--- config.mk ---
export PLATFORM = sky130hd
export DESIGN_NAME = fade_ctrl
export DESIGN_NICKNAME = d
export VERILOG_FILES = /design/src/shared/fade_ctrl_pkg.sv /design/src/core/fade_ctrl.sv
export VERILOG_INCLUDE_DIRS = /design/src /design/src/shared
export SDC_FILE = /design/constraint.sdc
export NUM_CORES = 1
export LEC_CHECK = 0
export BUFFER_PORTS_ARGS = -buffer_cell sky130_fd_sc_hd__clkbuf_2
export CORE_AREA = 2 2 232 189
export DETAILED_ROUTE_END_ITERATION = 8
export DIE_AREA = 0 0 234 191
export GPL_TIMING_DRIVEN = 0
export PLACE_DENSITY = 0.51
export SLEW_MARGIN = 20
export SYNTH_ARGS = -nofsm -noshare
export SYNTH_HDL_FRONTEND = slang
export SYNTH_SLANG_ARGS = --single-unit
--- constraint.sdc ---
create_clock -name clk_sys_i -period 18.7 [get_ports clk_sys_i]
set_input_delay 3.74 -clock clk_sys_i [delete_from_list [all_inputs] [get_ports clk_sys_i]]
set_output_delay 3.74 -clock clk_sys_i [all_outputs]
set_load 0.005 [all_outputs]
--- src/shared/fade_ctrl_defines.svh ---
/*
  Timing and table constants for the debounced toggle fade controller.
  Assumes a 50 MHz system clock.
*/
`ifndef FADE_CTRL_DEFINES_SVH
`define FADE_CTRL_DEFINES_SVH
`define CLK_FREQ_HZ        50000000
`define CYCLES_PER_US      50
`define DEBOUNCE_TIME_US   37000
`define DEBOUNCE_MIN_US    25000
`define DEBOUNCE_MAX_US    50000
`define DEBOUNCE_CYCLES    (`DEBOUNCE_TIME_US * `CYCLES_PER_US)
`define INSTANT_TIME_US    70
`define INSTANT_CYCLES     (`INSTANT_TIME_US * `CYCLES_PER_US)
`define STEP_COUNT         63
`define LAST_STEP          6'h3e
`define LEVEL_FULL         10'h3e8
`define TIME_UNIT_US       1000
`define DB_CNT_W           21
`define STEP_CNT_W         24
`endif

--- src/shared/fade_ctrl_pkg.sv ---
/*
  Types for the debounced toggle fade controller.
  Assumes the defines header is compiled alongside.
*/
package fade_ctrl_pkg;
  typedef enum logic [1:0] {ST_IDLE, ST_UP, ST_DOWN} ramp_state_type;
endpackage

--- src/core/fade_ctrl.sv ---
/*
  Debounced toggle fade controller: debounce of the active-low enable, toggle latch,
  63-step gamma fade ramp with separate up and down durations.
  Assumes enable is asynchronous; fade times are static straps in milliseconds
  (zero means instant).
*/
`timescale 1ns/100ps
`include "fade_ctrl_defines.svh"
module fade_ctrl #(
  parameter int DEBOUNCE_CYCLES = `DEBOUNCE_CYCLES
) (
  input  wire logic        clk_sys_i,
  input  wire logic        srst_i,
  input  wire logic        enable_n_i,
  input  wire logic        dim_direct_i,
  input  wire logic [11:0] fade_in_time_input_i,
  input  wire logic [11:0] fade_out_time_input_i,
  input  wire logic [9:0]  full_scale_current_input_i,
  output logic             channel_on_o,
  output logic             ramp_busy_o,
  output logic [9:0]       level_o,
  output logic [19:0]      drive_o
);

  localparam logic [20:0] DB_LIMIT = 21'(DEBOUNCE_CYCLES - 1);
  localparam logic [23:0] INSTANT_STEP = 24'(`INSTANT_CYCLES / `STEP_COUNT);

  function automatic logic [9:0] gamma_of(input logic [5:0] idx);
    logic [9:0] t [0:62];
    t = '{10'd0, 10'd2, 10'd4, 10'd6, 10'd8, 10'd10, 10'd12, 10'd16,
          10'd20, 10'd24, 10'd28, 10'd32, 10'd36, 10'd42, 10'd48, 10'd54,
          10'd60, 10'd66, 10'd72, 10'd80, 10'd88, 10'd96, 10'd104, 10'd112,
          10'd120, 10'd130, 10'd140, 10'd150, 10'd160, 10'd170, 10'd180, 10'd194,
          10'd208, 10'd222, 10'd236, 10'd250, 10'd264, 10'd282, 10'd300, 10'd318,
          10'd336, 10'd354, 10'd372, 10'd394, 10'd416, 10'd438, 10'd460, 10'd482,
          10'd504, 10'd534, 10'd564, 10'd594, 10'd624, 10'd654, 10'd684, 10'd722,
          10'd760, 10'd798, 10'd836, 10'd874, 10'd914, 10'd956, 10'd1000};
    gamma_of = (idx > `LAST_STEP) ? t[62] : t[idx];
  endfunction

  function automatic logic [23:0] step_period(input logic [11:0] ms);
    logic [31:0] cyc;
    cyc = 32'(ms) * 32'(`TIME_UNIT_US * `CYCLES_PER_US / `STEP_COUNT);
    step_period = (ms == 12'h000) ? INSTANT_STEP : cyc[23:0];
  endfunction

  // Synchroniser
  logic        sync1_r;
  logic        sync2_r;
  logic        sync3_r;
  logic        stable_r;
  logic [20:0] db_cnt_r;
  logic        press;
  logic        agree;

  always_ff @(posedge clk_sys_i) begin
    if (srst_i) begin
      sync1_r <= 1'b1;
      sync2_r <= 1'b1;
      sync3_r <= 1'b1;
    end else begin
      sync1_r <= enable_n_i;
      sync2_r <= sync1_r;
      sync3_r <= sync2_r;
    end
  end

  assign agree = (sync2_r == sync3_r);

  // Debounce filter
  always_ff @(posedge clk_sys_i) begin
    if (srst_i) begin
      stable_r <= 1'b1;
      db_cnt_r <= 21'h000000;
    end else if (!agree || sync3_r == stable_r) begin
      db_cnt_r <= 21'h000000;
    end else if (db_cnt_r == DB_LIMIT) begin
      stable_r <= sync3_r;
      db_cnt_r <= 21'h000000;
    end else begin
      db_cnt_r <= db_cnt_r + 21'h000001;
    end
  end

  assign press = agree && (sync3_r != stable_r) && (db_cnt_r == DB_LIMIT) && !sync3_r;

  // Toggle latch and ramp
  fade_ctrl_pkg::ramp_state_type state_r;
  fade_ctrl_pkg::ramp_state_type state_nxt;
  logic        on_r;
  logic [5:0]  idx_r;
  logic [5:0]  idx_nxt;
  logic [23:0] step_cnt_r;
  logic [23:0] period;
  logic        step_tick;

  assign period = (state_r == fade_ctrl_pkg::ST_DOWN) ? step_period(fade_out_time_input_i)
                                                      : step_period(fade_in_time_input_i);
  assign step_tick = (state_r != fade_ctrl_pkg::ST_IDLE) && (step_cnt_r + 24'h000001 >= period);

  always_comb begin
    state_nxt = state_r;
    idx_nxt = idx_r;
    case (state_r)
      fade_ctrl_pkg::ST_UP: begin
        if (step_tick && idx_r >= `LAST_STEP) begin
          state_nxt = fade_ctrl_pkg::ST_IDLE; // Reversal already at full scale
        end else if (step_tick) begin
          idx_nxt = idx_r + 6'h01;
          if (idx_r + 6'h01 == `LAST_STEP) begin
            state_nxt = fade_ctrl_pkg::ST_IDLE;
          end
        end
      end
      fade_ctrl_pkg::ST_DOWN: begin
        if (step_tick && idx_r == 6'h00) begin
          state_nxt = fade_ctrl_pkg::ST_IDLE; // Reversal already at zero
        end else if (step_tick) begin
          idx_nxt = idx_r - 6'h01;
          if (idx_r == 6'h01) begin
            state_nxt = fade_ctrl_pkg::ST_IDLE;
          end
        end
      end
      default: begin
      end
    endcase
    if (press) begin
      state_nxt = on_r ? fade_ctrl_pkg::ST_DOWN : fade_ctrl_pkg::ST_UP;
      idx_nxt = idx_r;
    end
  end

  always_ff @(posedge clk_sys_i) begin
    if (srst_i) begin
      on_r <= 1'b0;
      state_r <= fade_ctrl_pkg::ST_IDLE;
      idx_r <= 6'h00;
      step_cnt_r <= 24'h000000;
    end else begin
      if (press) begin
        on_r <= !on_r;
      end
      state_r <= state_nxt;
      idx_r <= idx_nxt;
      step_cnt_r <= (press || step_tick) ? 24'h000000 : step_cnt_r + 24'h000001;
    end
  end

  logic [9:0]  level_r;
  logic [19:0] drive_r;
  logic [9:0]  level_sel;

  // Direct dimming only when the toggle leaves the channel idle off
  assign level_sel = (!on_r && state_r == fade_ctrl_pkg::ST_IDLE && dim_direct_i) ? `LEVEL_FULL
                                                                                : gamma_of(idx_r);

  always_ff @(posedge clk_sys_i) begin
    if (srst_i) begin
      level_r <= 10'h000;
      drive_r <= 20'h00000;
    end else begin
      level_r <= level_sel;
      drive_r <= (20'(level_sel) * 20'(full_scale_current_input_i)) / 20'(`LEVEL_FULL);
    end
  end

  assign channel_on_o = on_r;
  assign ramp_busy_o = (state_r != fade_ctrl_pkg::ST_IDLE);
  assign level_o = level_r;
  assign drive_o = drive_r;

  property p_reset_off;
    @(posedge clk_sys_i) srst_i |=> (!channel_on_o && level_o == 10'h000);
  endproperty
  a_reset_off: assert property (p_reset_off) else $error("Not off after reset");

  property p_press_toggles;
    @(posedge clk_sys_i) disable iff (srst_i) press |=> (on_r != $past(on_r));
  endproperty
  a_press_toggles: assert property (p_press_toggles) else $error("Press did not toggle");

  property p_up_on_press;
    @(posedge clk_sys_i) disable iff (srst_i) (press && !on_r) |=> state_r == fade_ctrl_pkg::ST_UP;
  endproperty
  a_up_on_press: assert property (p_up_on_press) else $error("No up ramp");

  property p_down_on_press;
    @(posedge clk_sys_i) disable iff (srst_i) (press && on_r) |=> state_r == fade_ctrl_pkg::ST_DOWN;
  endproperty
  a_down_on_press: assert property (p_down_on_press) else $error("No down ramp");

  property p_reverse_keeps_idx;
    @(posedge clk_sys_i) disable iff (srst_i) (press && ramp_busy_o) |=> idx_r == $past(idx_r);
  endproperty
  a_reverse_keeps_idx: assert property (p_reverse_keeps_idx) else $error("Reversal jumped");

  property p_debounce_hold;
    @(posedge clk_sys_i) disable iff (srst_i) $changed(stable_r) |-> $past(agree, 1) && $past(db_cnt_r) == DB_LIMIT;
  endproperty
  a_debounce_hold: assert property (p_debounce_hold) else $error("Early accept");

  property p_one_step;
    @(posedge clk_sys_i) disable iff (srst_i)
      $changed(idx_r) |-> (idx_r == $past(idx_r) + 6'h01 || idx_r == $past(idx_r) - 6'h01);
  endproperty
  a_one_step: assert property (p_one_step) else $error("Step skipped");

  property p_idx_bound;
    @(posedge clk_sys_i) disable iff (srst_i) idx_r <= `LAST_STEP;
  endproperty
  a_idx_bound: assert property (p_idx_bound) else $error("Index past last step");

  property p_press_is_fall;
    @(posedge clk_sys_i) disable iff (srst_i) press |=> !stable_r;
  endproperty
  a_press_is_fall: assert property (p_press_is_fall) else $error("Press on release");

endmodule // fade_ctrl

==> run metrics <==
status finished clean; Synth area leaders ha_1 (20%), fa_1 (13%), dfxtp_1 (11%); ratio of cells with drive above 1 in the final layout 8.05%; Worst setup SP type input pin; hpwl dp 31.6 mm; Tightest Pin Transition 1.18 ns; H-tree depth 3; routability-driven placement congestion ratio 0.850; Post-synth EDFFs 0; area growth from synthesis to layout 9.08%; ys async rst share 0%; final hold viol count 0; worst path arrival time 17.86 ns; Yosys Warn Count 0; drt pass-1 iters 5; CTS tree done; total negative slack 0 ns; Final Critical Period 17.60 ns; DRT iter0 DRCs 814; DIE AREA 44700 sq um; most common cell in the netlist ha_1; via count 12800; WL final 37.8 mm; Residual DRC 0; fmax 56.8 MHz; Synth Instances 1817; CP most frequent cell fa_1; Max-Cap Viols 0; overall die height 191 um; critical path class input pin to flop; RSZ-0062 raised after global routing no; Max Slew Vio Count 0; r2r setup slk 2.69 ns; WP buf/inv 9; critical path fanouts, max 10; CTS Buffer Depth 2; syn_area_per_cell 8.07 sq um; Rel. slew slack 20.5%; Final setup viols 0; flops & latches, synth 78; Setup Fix Bufs, Post-CTS 0; Core ar. 42500 sq um; first-pass GRT wire length 63.8 mm; largest net degree at the start of global routing 18; CP max stage cell a221oi_1; nets@finish 2265; Worst path top cell family by delay compound AO/OA/AOI/OAI gates; cts bufs inserted 9; Synth Cell Area 14700 sq um; Via density 5.21; worst clock skew 0.0199 ns; period utilization 94.1%; Total GRT Usage 17.4%; Post-DRT Antenna Nets 0; Cell Area, Placed 15700 sq um; initial antenna violation count 0; WL per Instance 15.4 um; Main synth FF type dfxtp_1; Final Cell Area 16000 sq um; Seq/Total Area, Yosys 10.6%; crit end category flop; vias in the first global route 12300; initial core utilization 34.5%; Distinct cells, synth 104; total grt overflow 0; Worst-Skew Late Latency 0.35 ns; worst min-delay path class flop to flop; Clock transition at path regs 0.06 ns; share of the synthesized area in the top cell type 20.5%; clk sinks 78; Rows 68; Synth top cells by count ha_1 (240), inv_1 (231), nor2_1 (128); clock root cell clkbuf_16; WP data required 18.95 ns; Layout fillers 4386; # diodes 0; Fin Hold WS 0.411 ns; I/O pins 70; Crit path largest cell delay 0.71 ns; DIE WIDTH 234 um; Yosys top cell by area ha_1; IO buf count 58
-- worst paths after layout --
path	cells past startpoint	startpoint	end
min	1	sync1_r	sync2_r
max	48	dim_direct_i	drive_o[0]
max reg2reg	50	idx_r[3]	drive_o[0]
min reg2reg	1	sync1_r	sync2_r
-- final cells by class --
type                            instances  area [sq um]  share of cell area, %
Inverter                              231           867                   5.42
Multi-Input combinational cell       1448         12000                   74.8
Timing Repair Buffer                   58           290                   1.81
Tap cell                              560           701                   4.38
Clock buffer                            9           225                   1.41
Sequential cell                        78          1560                   9.76
Buffer                                 69           320                   2.00
Clock inverter                          7          73.8                  0.461
-- registers in the layout, indices dropped and copies added (netlist names) --
signal,flops
step_cnt_r,24
db_cnt_r,21
drive_o,11
level_o,9
idx_r,6
state_r,2
channel_on_o,1
stable_r,1
sync1_r,1
sync2_r,1
sync3_r,1
-- what timing repair did --
item,4_1_cts,5_1_grt
setup endpoints to repair,0,1
hold buffers,0,0
resized for setup,0,1
-- layer usage --
layer	part of all wire, %	global-route usage, %
met3	4.9	1.75
met2	38	24.4
met4	1.1	2.70
met1	56	28.4
met5	0	0
-- layout by cell type (no fill, tap or decap), types with 6 or more instances in the layout --
cell	instances
o21a_1	9
nor4_1	7
o22ai_1	8
or2_2	11
dfxtp_1	78
ha_1	240
buf_4	11
xor2_1	36
clkbuf_2	59
or4_1	6
a211oi_1	20
o21ai_0	56
mux2i_1	14
a21oi_1	92
conb_1	10
o211ai_1	14
and2_1	60
a21o_1	31
a22oi_1	23
nand2b_1	21
nand4_1	20
buf_2	9
fa_1	92
inv_1	231
nor2b_1	59
nand2_1	111
or3_1	13
mux2_2	6
o21bai_1	25
a211o_1	9
o31ai_1	6
xnor2_1	77
nor3_1	26
clkbuf_16	9
nand3_1	64
a221oi_1	8
and3_1	17
a31oi_1	13
nor2_1	128
clkbuf_1	44
-- stage by stage --
| stage | setup WS, ns | util [%] | instances |
|---|---|---|---|
| after floorplan | 3.40 | - | 1826 |
| after global placement | 0.780 | 37.0 | 2444 |
| after detailed placement | 0.823 | 37.0 | 2444 |
| after CTS | 1.18 | 37.7 | 2460 |
| after global routing | 0.0223 | 37.7 | 2460 |
| final | 1.10 | 37.7 | 2460 |
-- logic make-up (layout without fill, tap and decap cells) --
| group | count (synthesis) | count (layout) | share of synthesized area (%) |
|---|---|---|---|
| simple gates | 570 | 570 | 20.0 |
| compound gates | 397 | 397 | 19.5 |
| fa+ha+maj | 335 | 335 | 33.2 |
| buf+inv | 300 | 374 | 8.10 |
| xor+xnor | 115 | 115 | 6.96 |
| flops | 78 | 78 | 10.6 |
| mux | 21 | 21 | 1.57 |
| other cells | 1 | 10 | 0.0256 |
Power is not shown: default switching activity piles up to over one toggle a cycle in this logic, so the estimate is an artifact.
